===== src/rtl/malf_reset_stretch.sv =====
// Shared constants and types, and the malfunction reset stretcher
package rcs_pkg;
	localparam int ADDR_W = 4;
	localparam int DATA_W = 16;
	localparam logic [3:0] OFS_SYS_CTRL = 4'h0;
	localparam logic [3:0] OFS_WDT_CTRL = 4'h1;
	localparam logic [3:0] OFS_WU_CTRL = 4'h2;
	localparam logic [3:0] OFS_WU_CMP = 4'h3;
	localparam logic [3:0] OFS_IRQ_EN = 4'h4;
	localparam logic [3:0] OFS_IRQ_LAT = 4'h5;
	localparam logic [3:0] OFS_STATUS = 4'h6;
	localparam logic [3:0] OFS_PRESC = 4'h7;
	// system_control_two fields
	localparam int XEN_BIT = 7;
	localparam int XTEN_BIT = 6;
	localparam int SYSCK_BIT = 5;
	localparam logic [7:0] SYS_CTRL_RST = 8'h80;
	// watchdog_control_one fields
	localparam int TRAP_RAM_AREA_SELECT_BIT = 0;
	localparam int TRAP_OUTPUT_SELECT_BIT = 1;
	localparam int WDTOUT_BIT = 2;
	localparam int WDTEN_BIT = 3;
	localparam logic [7:0] WDT_CTRL_RST = 8'h0e;
	// warmup_timer_high_ctrl fields
	localparam logic [2:0] WU_MODE_WARMUP = 3'h5;
	localparam int WU_START_BIT = 3;
	localparam int WU_SRC_FAST_BIT = 6;
	// Interrupt enable and latch bits
	localparam int IRQ_MASTER_BIT = 0;
	localparam int IRQ_WU_EN_BIT = 1;
	localparam int LAT_TRAP_BIT = 0;
	localparam int LAT_WDT_BIT = 1;
	localparam int LAT_WU_BIT = 2;
	// Reset cause bits
	localparam int CAUSE_PIN_BIT = 0;
	localparam int CAUSE_TRAP_BIT = 1;
	localparam int CAUSE_WDT_BIT = 2;
	localparam int CAUSE_SYSCLK_BIT = 3;
	localparam logic [15:0] RESET_VECTOR_ADDR = 16'hfffe;
	// Address map of the trap areas
	localparam logic [15:0] SFR_LO = 16'h0000;
	localparam logic [15:0] SFR_HI = 16'h003f;
	localparam logic [15:0] RAM_LO = 16'h0040;
	localparam logic [15:0] RAM_HI = 16'h083f;
	localparam logic [15:0] DBR_LO = 16'h0f80;
	localparam logic [15:0] DBR_HI = 16'h0fff;
	// Timing, in picoseconds and fast clock periods, and the derived cycle counts
	localparam int CLK_PERIOD_PS = 8000;
	localparam int FC_PERIOD_PS = 8000;
	localparam int MALF_STRETCH_FC = 24;
	localparam int PIN_MIN_LOW_FC = 12;
	localparam int MALF_STRETCH_CYC =
		(MALF_STRETCH_FC * FC_PERIOD_PS) / CLK_PERIOD_PS;
	localparam int PIN_MIN_LOW_CYC =
		(PIN_MIN_LOW_FC * FC_PERIOD_PS + CLK_PERIOD_PS - 1) / CLK_PERIOD_PS;
	localparam int MALF_CNT_W = 5;
	localparam int PIN_CNT_W = 4;

	typedef enum logic [1:0] {
		CLK_FAST    = 2'b00,
		CLK_TO_SLOW = 2'b01,
		CLK_SLOW    = 2'b10,
		CLK_TO_FAST = 2'b11
	} clk_state_t;

	typedef struct packed {
		logic [ADDR_W-1:0] addr;
		logic [DATA_W-1:0] wdata;
		logic              wr;
		logic              rd;
	} bus_req_t;

	typedef struct packed {
		logic [MALF_CNT_W-1:0] cnt;
		logic                  active;
	} stretch_state_t;

	typedef struct packed {
		logic [7:0]           sys_ctrl;
		logic [7:0]           wdt_ctrl;
		logic [7:0]           wu_ctrl;
		logic [15:0]          wu_cmp;
		logic [15:0]          wu_cnt;
		logic [1:0]           irq_en;
		logic [2:0]           irq_lat;
		logic [3:0]           cause;
		logic [15:0]          presc;
		logic [PIN_CNT_W-1:0] pin_low_cnt;
		logic                 pin_reset;
		clk_state_t           clk_st;
		logic [DATA_W-1:0]    rdata;
	} rcs_state_t;
endpackage

`timescale 1ns/100ps
module malf_reset_stretch #(
	parameter int CYCLES = rcs_pkg::MALF_STRETCH_CYC
) (
	input  wire logic clk_in,
	input  wire logic rst_b_in,
	input  wire logic req_in,
	output logic      active_out
);
	rcs_pkg::stretch_state_t s_q;
	rcs_pkg::stretch_state_t s_d;

	always_comb
	begin
		s_d = s_q;
		if (s_q.active)
		begin
			if (s_q.cnt == '0)
				s_d.active = 1'b0;
			else
				s_d.cnt = s_q.cnt - 1'b1;
		end
		else if (req_in)
		begin
			s_d.active = 1'b1;
			s_d.cnt = rcs_pkg::MALF_CNT_W'(CYCLES - 1);
		end
	end

	// Starts busy: one stretched pulse follows power-up
	always_ff @(posedge clk_in or negedge rst_b_in)
	begin
		if (!rst_b_in)
			s_q <= '{cnt: rcs_pkg::MALF_CNT_W'(CYCLES - 1), active: 1'b1}; // RQ3
		else
			s_q <= s_d;
	end

	assign active_out = s_q.active;
endmodule


===== src/rtl/reset_and_clock_switch_control.sv =====
// Reset merging, malfunction reset stretch and system clock switching
// What this block does
// [RQ1] Four reset sources: pin, address trap, watchdog, system clock.
// [RQ2] Malfunction reset lasts 24 fast periods, reset pin driven low.
// [RQ3] Stretcher not cleared at power-up; one pulse may follow.
// [RQ4] Pin must stay low twelve fast periods before reset applies.
// [RQ5] Pin high releases reset; execution starts at top vector.
// [RQ6] Reset clears master enable, source enables, request latches.
// [RQ7] Reset clears prescaler, enables watchdog, leaves core data alone.
// [RQ8] Fetch from special area, data buffer or selected RAM traps.
// [RQ9] Clearing both oscillator enables raises system clock reset.
// [RQ10] Stopping the oscillator in use raises system clock reset.
// [RQ11] Control two: bit 7 fast oscillator, bit 5 slow clock select.
// [RQ12] Software selects slow clock before stopping fast oscillator.
// [RQ13] Software waits fast oscillator warm-up before selecting it.
// [RQ14] Back to fast clock only once both clocks are in step.
// [RQ15] Pin reset leaves slow mode; restart in single clock mode.
// [RQ16] Warm-up counter mode 05h; expiry latches the warm-up request.
// [RQ17] One merged reset; stretcher runs apart from reset it makes.
// [RQ18] After reset trap and watchdog act as reset requests.
`timescale 1ns/100ps
module reset_and_clock_switch_control (
	input  wire logic                      clk_in,
	input  wire logic                      rst_b_in,
	input  wire logic [rcs_pkg::ADDR_W-1:0] reg_addr_in,
	input  wire logic [rcs_pkg::DATA_W-1:0] reg_wdata_in,
	input  wire logic                      reg_wr_in,
	input  wire logic                      reg_rd_in,
	output logic      [rcs_pkg::DATA_W-1:0] reg_rdata_out,
	input  wire logic                      reset_pin_in,
	output logic                           reset_pin_out,
	output logic                           reset_pin_oe_out,
	input  wire logic                      fetch_valid_in,
	input  wire logic [15:0]               fetch_addr_in,
	input  wire logic                      wdt_expire_in,
	input  wire logic                      lf_tick_in,
	output logic                           core_reset_out,
	output logic      [15:0]               reset_vector_addr_out,
	output logic                           hf_osc_en_out,
	output logic                           lf_osc_en_out,
	output logic                           run_on_low_clock_out,
	output logic                           watchdog_enable_out,
	output logic      [15:0]               prescaler_out,
	output logic                           irq_master_enable_out,
	output logic                           warmup_done_irq_out,
	output logic                           trap_irq_out,
	output logic                           wdt_irq_out
);
	logic [1:0]          rst_sync_q;
	logic                rst_b;
	rcs_pkg::bus_req_t   bus;
	rcs_pkg::rcs_state_t s_q;
	rcs_pkg::rcs_state_t s_d;
	logic                malf_active;
	logic                trap_hit;
	logic                trap_rst;
	logic                wdt_rst;
	logic                sysclk_rst;
	logic                malf_req;
	logic                wu_tick;
	logic                wu_hit;
	logic [7:0]          wsys;

	// Async assert, clocked release
	always_ff @(posedge clk_in or negedge rst_b_in)
	begin
		if (!rst_b_in)
			rst_sync_q <= 2'b00;
		else
			rst_sync_q <= {rst_sync_q[0], 1'b1};
	end
	assign rst_b = rst_sync_q[1];

	assign bus = '{addr: reg_addr_in, wdata: reg_wdata_in,
		wr: reg_wr_in, rd: reg_rd_in};
	assign wsys = bus.wdata[7:0];

	// Merged reset: held pin reset or stretched malfunction
	assign core_reset_out = s_q.pin_reset | malf_active; // RQ17

	assign trap_hit = fetch_valid_in & (
		(fetch_addr_in >= rcs_pkg::SFR_LO && fetch_addr_in <= rcs_pkg::SFR_HI)
		| (fetch_addr_in >= rcs_pkg::DBR_LO && fetch_addr_in <= rcs_pkg::DBR_HI)
		| (fetch_addr_in >= rcs_pkg::RAM_LO && fetch_addr_in <= rcs_pkg::RAM_HI
			&& s_q.wdt_ctrl[rcs_pkg::TRAP_RAM_AREA_SELECT_BIT])); // RQ8
	assign trap_rst = trap_hit & s_q.wdt_ctrl[rcs_pkg::TRAP_OUTPUT_SELECT_BIT]
		& ~core_reset_out; // RQ8
	assign wdt_rst = wdt_expire_in & s_q.wdt_ctrl[rcs_pkg::WDTOUT_BIT]
		& ~core_reset_out;
	// Judged on the written value; a rejected write is dropped
	assign sysclk_rst = bus.wr && bus.addr == rcs_pkg::OFS_SYS_CTRL
		&& !core_reset_out
		&& ((!wsys[rcs_pkg::XEN_BIT] && !wsys[rcs_pkg::XTEN_BIT]) // RQ9
		|| (!wsys[rcs_pkg::XEN_BIT] && !wsys[rcs_pkg::SYSCK_BIT]) // RQ10
		|| (!wsys[rcs_pkg::XTEN_BIT] && wsys[rcs_pkg::SYSCK_BIT])); // RQ10
	assign malf_req = trap_rst | wdt_rst | sysclk_rst; // RQ1

	assign wu_tick = s_q.wu_ctrl[rcs_pkg::WU_SRC_FAST_BIT] | lf_tick_in;
	assign wu_hit = s_q.wu_ctrl[2:0] == rcs_pkg::WU_MODE_WARMUP
		&& s_q.wu_ctrl[rcs_pkg::WU_START_BIT] && wu_tick
		&& s_q.wu_cnt == s_q.wu_cmp; // RQ16

	// Own counter and power reset only, so the pulse always completes
	malf_reset_stretch u_stretch (
		.clk_in     (clk_in),
		.rst_b_in   (rst_b),
		.req_in     (malf_req),
		.active_out (malf_active)
	); // RQ17

	always_comb
	begin
		s_d = s_q;
		s_d.rdata = '0;
		// Pin low count; own drive during a stretch also counts
		if (!reset_pin_in)
		begin
			if (s_q.pin_low_cnt < rcs_pkg::PIN_CNT_W'(rcs_pkg::PIN_MIN_LOW_CYC))
				s_d.pin_low_cnt = s_q.pin_low_cnt + 1'b1;
			if (s_q.pin_low_cnt + 1'b1 >=
				rcs_pkg::PIN_CNT_W'(rcs_pkg::PIN_MIN_LOW_CYC))
				s_d.pin_reset = 1'b1; // RQ4
		end
		else
		begin
			s_d.pin_low_cnt = '0;
			s_d.pin_reset = 1'b0; // RQ5
		end
		if (core_reset_out)
		begin
			s_d.sys_ctrl = rcs_pkg::SYS_CTRL_RST; // RQ15
			s_d.clk_st = rcs_pkg::CLK_FAST; // RQ15
			s_d.wdt_ctrl = rcs_pkg::WDT_CTRL_RST; // RQ18
			s_d.irq_en = '0; // RQ6
			s_d.irq_lat = '0; // RQ6
			s_d.presc = '0; // RQ7
			s_d.wu_ctrl = '0;
			s_d.wu_cnt = '0;
			s_d.wu_cmp = '0;
			if (s_q.pin_reset)
				s_d.cause[rcs_pkg::CAUSE_PIN_BIT] = 1'b1;
		end
		else
		begin
			s_d.presc = s_q.presc + 1'b1;
			if (bus.wr)
			begin
				unique case (bus.addr)
					rcs_pkg::OFS_SYS_CTRL:
						if (!sysclk_rst)
							s_d.sys_ctrl = wsys & 8'he0; // RQ11
					rcs_pkg::OFS_WDT_CTRL: s_d.wdt_ctrl = wsys & 8'h0f;
					rcs_pkg::OFS_WU_CTRL:  s_d.wu_ctrl = wsys;
					rcs_pkg::OFS_WU_CMP:   s_d.wu_cmp = bus.wdata;
					rcs_pkg::OFS_IRQ_EN:   s_d.irq_en = bus.wdata[1:0];
					rcs_pkg::OFS_IRQ_LAT:
						s_d.irq_lat = s_q.irq_lat & bus.wdata[2:0];
					rcs_pkg::OFS_STATUS:
						s_d.cause = s_q.cause & ~bus.wdata[3:0];
					default: ;
				endcase
			end
			// Warm-up counter
			if (s_q.wu_ctrl[2:0] == rcs_pkg::WU_MODE_WARMUP
				&& s_q.wu_ctrl[rcs_pkg::WU_START_BIT])
			begin
				if (wu_hit)
					s_d.wu_cnt = '0;
				else if (wu_tick)
					s_d.wu_cnt = s_q.wu_cnt + 1'b1;
			end
			else
				s_d.wu_cnt = '0;
			// Latch sets win over a clearing write
			if (wu_hit)
				s_d.irq_lat[rcs_pkg::LAT_WU_BIT] = 1'b1; // RQ16
			if (trap_hit && !s_q.wdt_ctrl[rcs_pkg::TRAP_OUTPUT_SELECT_BIT])
				s_d.irq_lat[rcs_pkg::LAT_TRAP_BIT] = 1'b1;
			if (wdt_expire_in && !s_q.wdt_ctrl[rcs_pkg::WDTOUT_BIT])
				s_d.irq_lat[rcs_pkg::LAT_WDT_BIT] = 1'b1;
			// Clock switch follows select, on slow clock edges
			unique case (s_q.clk_st)
				rcs_pkg::CLK_FAST:
					if (s_q.sys_ctrl[rcs_pkg::SYSCK_BIT])
						s_d.clk_st = rcs_pkg::CLK_TO_SLOW;
				rcs_pkg::CLK_TO_SLOW:
					if (lf_tick_in)
						s_d.clk_st = rcs_pkg::CLK_SLOW;
				rcs_pkg::CLK_SLOW:
					if (!s_q.sys_ctrl[rcs_pkg::SYSCK_BIT])
						s_d.clk_st = rcs_pkg::CLK_TO_FAST;
				rcs_pkg::CLK_TO_FAST:
					if (s_q.sys_ctrl[rcs_pkg::SYSCK_BIT])
						s_d.clk_st = rcs_pkg::CLK_SLOW;
					else if (lf_tick_in)
						s_d.clk_st = rcs_pkg::CLK_FAST; // RQ14
			endcase
		end
		// Cause bits survive the reset they record
		if (trap_rst)
			s_d.cause[rcs_pkg::CAUSE_TRAP_BIT] = 1'b1;
		if (wdt_rst)
			s_d.cause[rcs_pkg::CAUSE_WDT_BIT] = 1'b1;
		if (sysclk_rst)
			s_d.cause[rcs_pkg::CAUSE_SYSCLK_BIT] = 1'b1;
		if (bus.rd)
		begin
			unique case (bus.addr)
				rcs_pkg::OFS_SYS_CTRL: s_d.rdata = {8'h00, s_q.sys_ctrl};
				rcs_pkg::OFS_WDT_CTRL: s_d.rdata = {8'h00, s_q.wdt_ctrl};
				rcs_pkg::OFS_WU_CTRL:  s_d.rdata = {8'h00, s_q.wu_ctrl};
				rcs_pkg::OFS_WU_CMP:   s_d.rdata = s_q.wu_cmp;
				rcs_pkg::OFS_IRQ_EN:   s_d.rdata = {14'h0, s_q.irq_en};
				rcs_pkg::OFS_IRQ_LAT:  s_d.rdata = {13'h0, s_q.irq_lat};
				rcs_pkg::OFS_STATUS:
					s_d.rdata = {10'h0, s_q.clk_st, s_q.cause};
				rcs_pkg::OFS_PRESC:    s_d.rdata = s_q.presc;
				default:               s_d.rdata = '0;
			endcase
		end
	end

	always_ff @(posedge clk_in or negedge rst_b)
	begin
		if (!rst_b)
		begin
			s_q <= '0;
			s_q.sys_ctrl <= rcs_pkg::SYS_CTRL_RST;
			s_q.wdt_ctrl <= rcs_pkg::WDT_CTRL_RST;
			s_q.clk_st <= rcs_pkg::CLK_FAST;
		end
		else
			s_q <= s_d;
	end

	assign reg_rdata_out = s_q.rdata;
	assign reset_pin_out = 1'b0;
	assign reset_pin_oe_out = malf_active; // RQ2
	assign reset_vector_addr_out = rcs_pkg::RESET_VECTOR_ADDR; // RQ5
	assign hf_osc_en_out = s_q.sys_ctrl[rcs_pkg::XEN_BIT];
	assign lf_osc_en_out = s_q.sys_ctrl[rcs_pkg::XTEN_BIT];
	assign run_on_low_clock_out = s_q.clk_st[1];
	assign watchdog_enable_out = s_q.wdt_ctrl[rcs_pkg::WDTEN_BIT]; // RQ7
	assign prescaler_out = s_q.presc;
	assign irq_master_enable_out = s_q.irq_en[rcs_pkg::IRQ_MASTER_BIT];
	assign warmup_done_irq_out = s_q.irq_lat[rcs_pkg::LAT_WU_BIT]
		& s_q.irq_en[rcs_pkg::IRQ_WU_EN_BIT]
		& s_q.irq_en[rcs_pkg::IRQ_MASTER_BIT];
	assign trap_irq_out = s_q.irq_lat[rcs_pkg::LAT_TRAP_BIT];
	assign wdt_irq_out = s_q.irq_lat[rcs_pkg::LAT_WDT_BIT];

	// Checks
	property p_malf_pin;
		@(posedge clk_in) disable iff (!rst_b)
		malf_req |=> reset_pin_oe_out && core_reset_out;
	endproperty
	a_malf_pin: assert property (p_malf_pin) // RQ2
		else $error("malfunction did not drive reset pin");

	property p_stretch_len;
		@(posedge clk_in) disable iff (!rst_b)
		$rose(reset_pin_oe_out) |-> reset_pin_oe_out[*8]
			##1 reset_pin_oe_out[*8] ##1 reset_pin_oe_out[*8]
			##1 !reset_pin_oe_out;
	endproperty
	a_stretch_len: assert property (p_stretch_len) // RQ2
		else $error("malfunction reset not 24 cycles");

	property p_pin_min;
		@(posedge clk_in) disable iff (!rst_b)
		s_q.pin_reset |-> s_q.pin_low_cnt
			== rcs_pkg::PIN_CNT_W'(rcs_pkg::PIN_MIN_LOW_CYC);
	endproperty
	a_pin_min: assert property (p_pin_min) // RQ4
		else $error("pin reset before minimum low time");

	property p_pin_release;
		@(posedge clk_in) disable iff (!rst_b)
		reset_pin_in |=> !s_q.pin_reset;
	endproperty
	a_pin_release: assert property (p_pin_release) // RQ5
		else $error("pin reset held after pin went high");

	property p_irq_clear;
		@(posedge clk_in) disable iff (!rst_b)
		core_reset_out |=> s_q.irq_en == '0 && s_q.irq_lat == '0
			&& !irq_master_enable_out;
	endproperty
	a_irq_clear: assert property (p_irq_clear) // RQ6
		else $error("interrupt state not cleared by reset");

	property p_presc_clear;
		@(posedge clk_in) disable iff (!rst_b)
		core_reset_out |=> prescaler_out == '0 && watchdog_enable_out;
	endproperty
	a_presc_clear: assert property (p_presc_clear) // RQ7
		else $error("prescaler or watchdog not reset");

	property p_trap;
		@(posedge clk_in) disable iff (!rst_b)
		fetch_valid_in && fetch_addr_in <= rcs_pkg::SFR_HI
			&& s_q.wdt_ctrl[rcs_pkg::TRAP_OUTPUT_SELECT_BIT] && !core_reset_out
			|=> reset_pin_oe_out;
	endproperty
	a_trap: assert property (p_trap) // RQ8
		else $error("fetch from special area did not reset");

	property p_both_osc_off;
		@(posedge clk_in) disable iff (!rst_b)
		reg_wr_in && reg_addr_in == rcs_pkg::OFS_SYS_CTRL
			&& !reg_wdata_in[rcs_pkg::XEN_BIT]
			&& !reg_wdata_in[rcs_pkg::XTEN_BIT] && !core_reset_out
			|=> reset_pin_oe_out && $stable(hf_osc_en_out);
	endproperty
	a_both_osc_off: assert property (p_both_osc_off) // RQ9
		else $error("stopping both oscillators did not reset");

	property p_to_fast_wait;
		@(posedge clk_in) disable iff (!rst_b)
		s_q.clk_st == rcs_pkg::CLK_TO_FAST && !lf_tick_in && !core_reset_out
			|=> run_on_low_clock_out;
	endproperty
	a_to_fast_wait: assert property (p_to_fast_wait) // RQ14
		else $error("left slow clock before synchronisation");

	property p_reset_mode;
		@(posedge clk_in) disable iff (!rst_b)
		core_reset_out |=> !run_on_low_clock_out && hf_osc_en_out
			&& s_q.wdt_ctrl[rcs_pkg::TRAP_OUTPUT_SELECT_BIT]
			&& s_q.wdt_ctrl[rcs_pkg::WDTOUT_BIT];
	endproperty
	a_reset_mode: assert property (p_reset_mode) // RQ15
		else $error("reset did not restore single clock mode");

	property p_warmup;
		@(posedge clk_in) disable iff (!rst_b)
		wu_hit && !core_reset_out |=> s_q.irq_lat[rcs_pkg::LAT_WU_BIT]
			##1 s_q.wu_cnt <= 16'h0001;
	endproperty
	a_warmup: assert property (p_warmup) // RQ16
		else $error("warm-up expiry not latched");

	c_trap_reset: cover property (@(posedge clk_in) disable iff (!rst_b)
		trap_rst ##1 reset_pin_oe_out);
	c_slow_fast: cover property (@(posedge clk_in) disable iff (!rst_b)
		s_q.clk_st == rcs_pkg::CLK_TO_FAST ##1
		s_q.clk_st == rcs_pkg::CLK_FAST);
	c_pin_reset: cover property (@(posedge clk_in) disable iff (!rst_b)
		$rose(s_q.pin_reset));
	c_warmup: cover property (@(posedge clk_in) disable iff (!rst_b)
		wu_hit);
endmodule


===== config.mk =====
export PLATFORM = sky130hd
export DESIGN_NAME = reset_and_clock_switch_control
export DESIGN_NICKNAME = d
export VERILOG_FILES = /design/src/rtl/malf_reset_stretch.sv /design/src/rtl/reset_and_clock_switch_control.sv
export SDC_FILE = /design/constraint.sdc
export NUM_CORES = 1
export LEC_CHECK = 0
export ABC_CLOCK_PERIOD_IN_PS = 4400
export BUFFER_PORTS_ARGS = -buffer_cell sky130_fd_sc_hd__buf_2
export CORE_ASPECT_RATIO = 0.6
export CORE_MARGIN = 10
export CORE_UTILIZATION = 32
export DETAILED_ROUTE_END_ITERATION = 10
export GPL_TIMING_DRIVEN = 0
export SLEW_MARGIN = 25
export SYNTH_ARGS = -nofsm -noshare
export SYNTH_HDL_FRONTEND = slang
export SYNTH_HIERARCHICAL = 1
export SYNTH_SLANG_ARGS = --single-unit

===== constraint.sdc =====
create_clock -name clk_in -period 4.4 [get_ports clk_in]
set_input_delay 0.88 -clock clk_in [delete_from_list [all_inputs] [get_ports clk_in]]
set_output_delay 0.88 -clock clk_in [all_outputs]
set_load 0.01 [all_outputs]

==> metrics.md <==
| Metric | Value |
|---|---|
| Status | finished, final reports clean |
| GP Congestion | about 0.87 |
| CP startpoint kind | flop |
| P_leak | 0.00310 uW |
| Sequential share of power | 0.468 |
| HPWL after DPL | 12.7 mm |
| Post-synth EDFFs | 0 |
| Remaining antenna violation count | 0 |
| Vias in the first global route | approximately 4,300 |
| Residual DRC | 0 |
| Crit path max fanout | 10 |
| Largest net degree at the start of global routing | between 40 and 50 |
| Main area contributors after synthesis | dfrtp_1 42%, buf_4 6.9%, nand2_1 5.1% |
| H-tree Lvls | 3 |
| CP peak stage delay | 0.67 ns |
| Post-Syn Area | ~5600 um2 |
| Crit-path slowest cell | dfstp_2 |
| Port Buffers | 76 |
| Diode count | 0 |
| Crit path capture type | output port |
| Critical Path RT | 3.52 ns |
| Crit path DAT | about 2.0 ns |
| Global Route Usage Sum | 0.140 |
| Wire per inst | 17.3 um |
| CP Cell Sequence | nor2_4 -> inv_2 -> clkbuf_1 -> buf_2 |
| Main synth FF type | dfrtp_1 |
| Clock transition at path regs | ~0.070 ns |
| Area delta synth->final | 19.3% |
| CTS tree | yes |
| Clock sink count | a little over 100 |
| Post-route setup TNS | 0 ns |
| RSZ-0062 raised after global routing | no |
| Die X | between 150 and 200 um |
| Achievable Freq | about 0.35 GHz |
| Post-synth top area cell | dfrtp_1 |
| Max_cap viols | 0 |
| Area of the multi-input gates | 2510 um2 |
| Total Wirelength | 16.2 mm |
| Initial DRC count | roughly 510 |
| Register bit total from synthesis | ~100 |
| Pwr dens | roughly 360 nW/um2 |
| Row cnt | 37 |
| Pins Over Slew Limit | 0 |
| CTS Buf Count | 9 |
| Post-Syn Instances | approximately 600 |
| Sw power | between 700 and 800 uW |
| Final cycle utilization of the critical path | 0.657 |
| Register Area | between 2000 and 3000 um2 |
| Initial antenna violation count | 0 |
| Int Power | roughly 1600 uW |
| # IOs | just over 100 |
| Tightest Pin Transition | 0.719 ns |
| Post-CTS Hold Buffers | 0 |
| First-pass GRT wire length | ~26 mm |
| Minimum clock period | between 2 and 3 ns |
| Gate power share | 0.190 |
| Number of setup buffers added after CTS | 0 |
| Worst skew pair latency | around 0.35 ns |
| Skew final | 0.0112 ns |
| Fin nets | approximately 740 |
| DR pass1 iterations | 6 |
| Die height | 122 um |
| Switch share | 0.312 |
| Share of cells above drive strength 1 | 0.259 |
| Final Hold Fails | 0 |
| Core area | around 17,000 um2 |
| Cell with the most instances after synthesis | dfrtp_1 |
| Seq/Total Area, Yosys | 0.466 |
| VDD IR max | about 160 uV |
| Quantity of gates resized following cts | 0 |
| Critical path type | reg2out |
| Min-Delay Path Class | reg2async |
| Vias | 4,564 |
| CTS max path bufs | 2 |
| Initial Util | 0.325 |
| Synth warn | 6 |
| Slew headroom | 0.515 |
| Setup violators final | 0 |
| Most common library cells after synthesis | 94 x dfrtp_1, 76 x nand2_1, 62 x nor2_1 |
| Yosys top cell area share | 0.423 |
| Via/cell ratio | 4.90 |
| Fill cells | 1,733 |
| Die area | roughly 23,000 um2 |
| Cell variety after synth | 64 |
| Gr ovfl total | 0 |
| Clock root buffer master | clkbuf_16 |
| Total power | between 2000 and 2500 uW |
| Async S/R FF share, synth | 1.00 |
| Synthesized area per cell | about 9.4 um2 |
| Clock power frac | 0.342 |
-- through the flow --
step                      setup WS, ns   util  instances  cell area (um2)  hold WS [ns]
after floorplan                   1.33      -        604             5620         0.331
after global placement          0.0712  0.368        914             6290         0.332
after detailed placement          1.21  0.371        916             6340         0.201
after CTS                         1.52  0.388        932             6630         0.204
after global routing              1.30  0.388        932             6630         0.220
final                             1.51  0.388        932             6630         0.195
-- metal layers --
metal	up-vias	GRT usage	wire [um]
li1	2167	-	-
met1	2192	0.226	8540
met2	195	0.169	5960
met3	10	0.0465	1570
met4	0	0.0267	87
met5	-	0	0
-- path summary, 6_finish.rpt --
path                                                start                           end  slack [ns]  cells after the start
min                               rst_sync_q[1]$_DFF_PN0_   reg_rdata_out[11]$_DFF_PN0_        0.19                      0
max in group asynchronous         rst_sync_q[1]$_DFF_PN0_  u_stretch/s_q[2]$_DFFE_PN1P_        3.35                      2
min in group clk_in               rst_sync_q[0]$_DFF_PN0_       rst_sync_q[1]$_DFF_PN0_        0.35                      0
max reg2reg                u_stretch/active_out$_DFF_PN1_  u_stretch/s_q[4]$_DFFE_PN0P_        1.81                      8
max                        u_stretch/active_out$_DFF_PN1_                core_reset_out        1.51                      4
min reg2reg                       rst_sync_q[1]$_DFF_PN0_   reg_rdata_out[11]$_DFF_PN0_        0.19                      0
-- cell type report --
class | count | share of cell area
Multi-Input combinational cell | 421 | 0.379
Timing Repair Buffer | 78 | 0.0645
Tap cell | 234 | 0.0442
Buffer | 71 | 0.0725
Clock inverter | 5 | 0.00868
Sequential cell | 103 | 0.391
Clock buffer | 11 | 0.0351
Inverter | 9 | 0.00509
-- sequential cells by signal, summed over array words and instances (netlist names), 2 cells and up --
signal,flops
s_q,56
rst_sync_q,2
prescaler_out,16
u_stretch/s_q,5
reg_rdata_out,16
-- critical path, delay by kind of cell, from the launching register on --
family        cells  cell delay (ns)
buf+inv           3             0.86
simple gates      1             0.13
flops             1             0.67
-- kinds of logic (layout without fill, tap and decap cells) --
group | Yosys count | count (layout) | share of synthesized area
AND/OR/NAND/NOR | 237 | 237 | 0.211
other | 2 | 18 | 0.00135
flip-flops | 103 | 103 | 0.466
adder cells (fa/ha/maj) | 4 | 4 | 0.00901
buffers and inverters | 80 | 174 | 0.0925
multiplexers | 22 | 22 | 0.0428
XOR/XNOR | 42 | 42 | 0.0662
AO/OA/AOI/OAI | 98 | 98 | 0.112
-- power by group through the flow --
stage / registers [uW] / logic [uW] / clock network, uW
2_1_floorplan: 1100 / 280 / 0
3_3_place_gp: 1130 / 417 / 0
3_5_place_dp: 1120 / 444 / 0
4_1_cts: 1100 / 444 / 822
5_1_grt: 1110 / 499 / 859
6_report: 1100 / 448 / 808
-- cells in the final DEF (no fill, tap or decap), drive strengths merged, types with 14 or more instances in the layout --
master | synthesis | final
a21oi | 47 | 47
dfrtp | 94 | 94
mux2i | 17 | 17
conb | 2 | 18
buf | 60 | 138
xnor2 | 16 | 16
nand3 | 24 | 24
clkbuf | 11 | 22
a22oi | 14 | 14
nor2 | 64 | 64
xor2 | 26 | 26
nand2 | 77 | 77
Power figures use the tool's default switching activity.
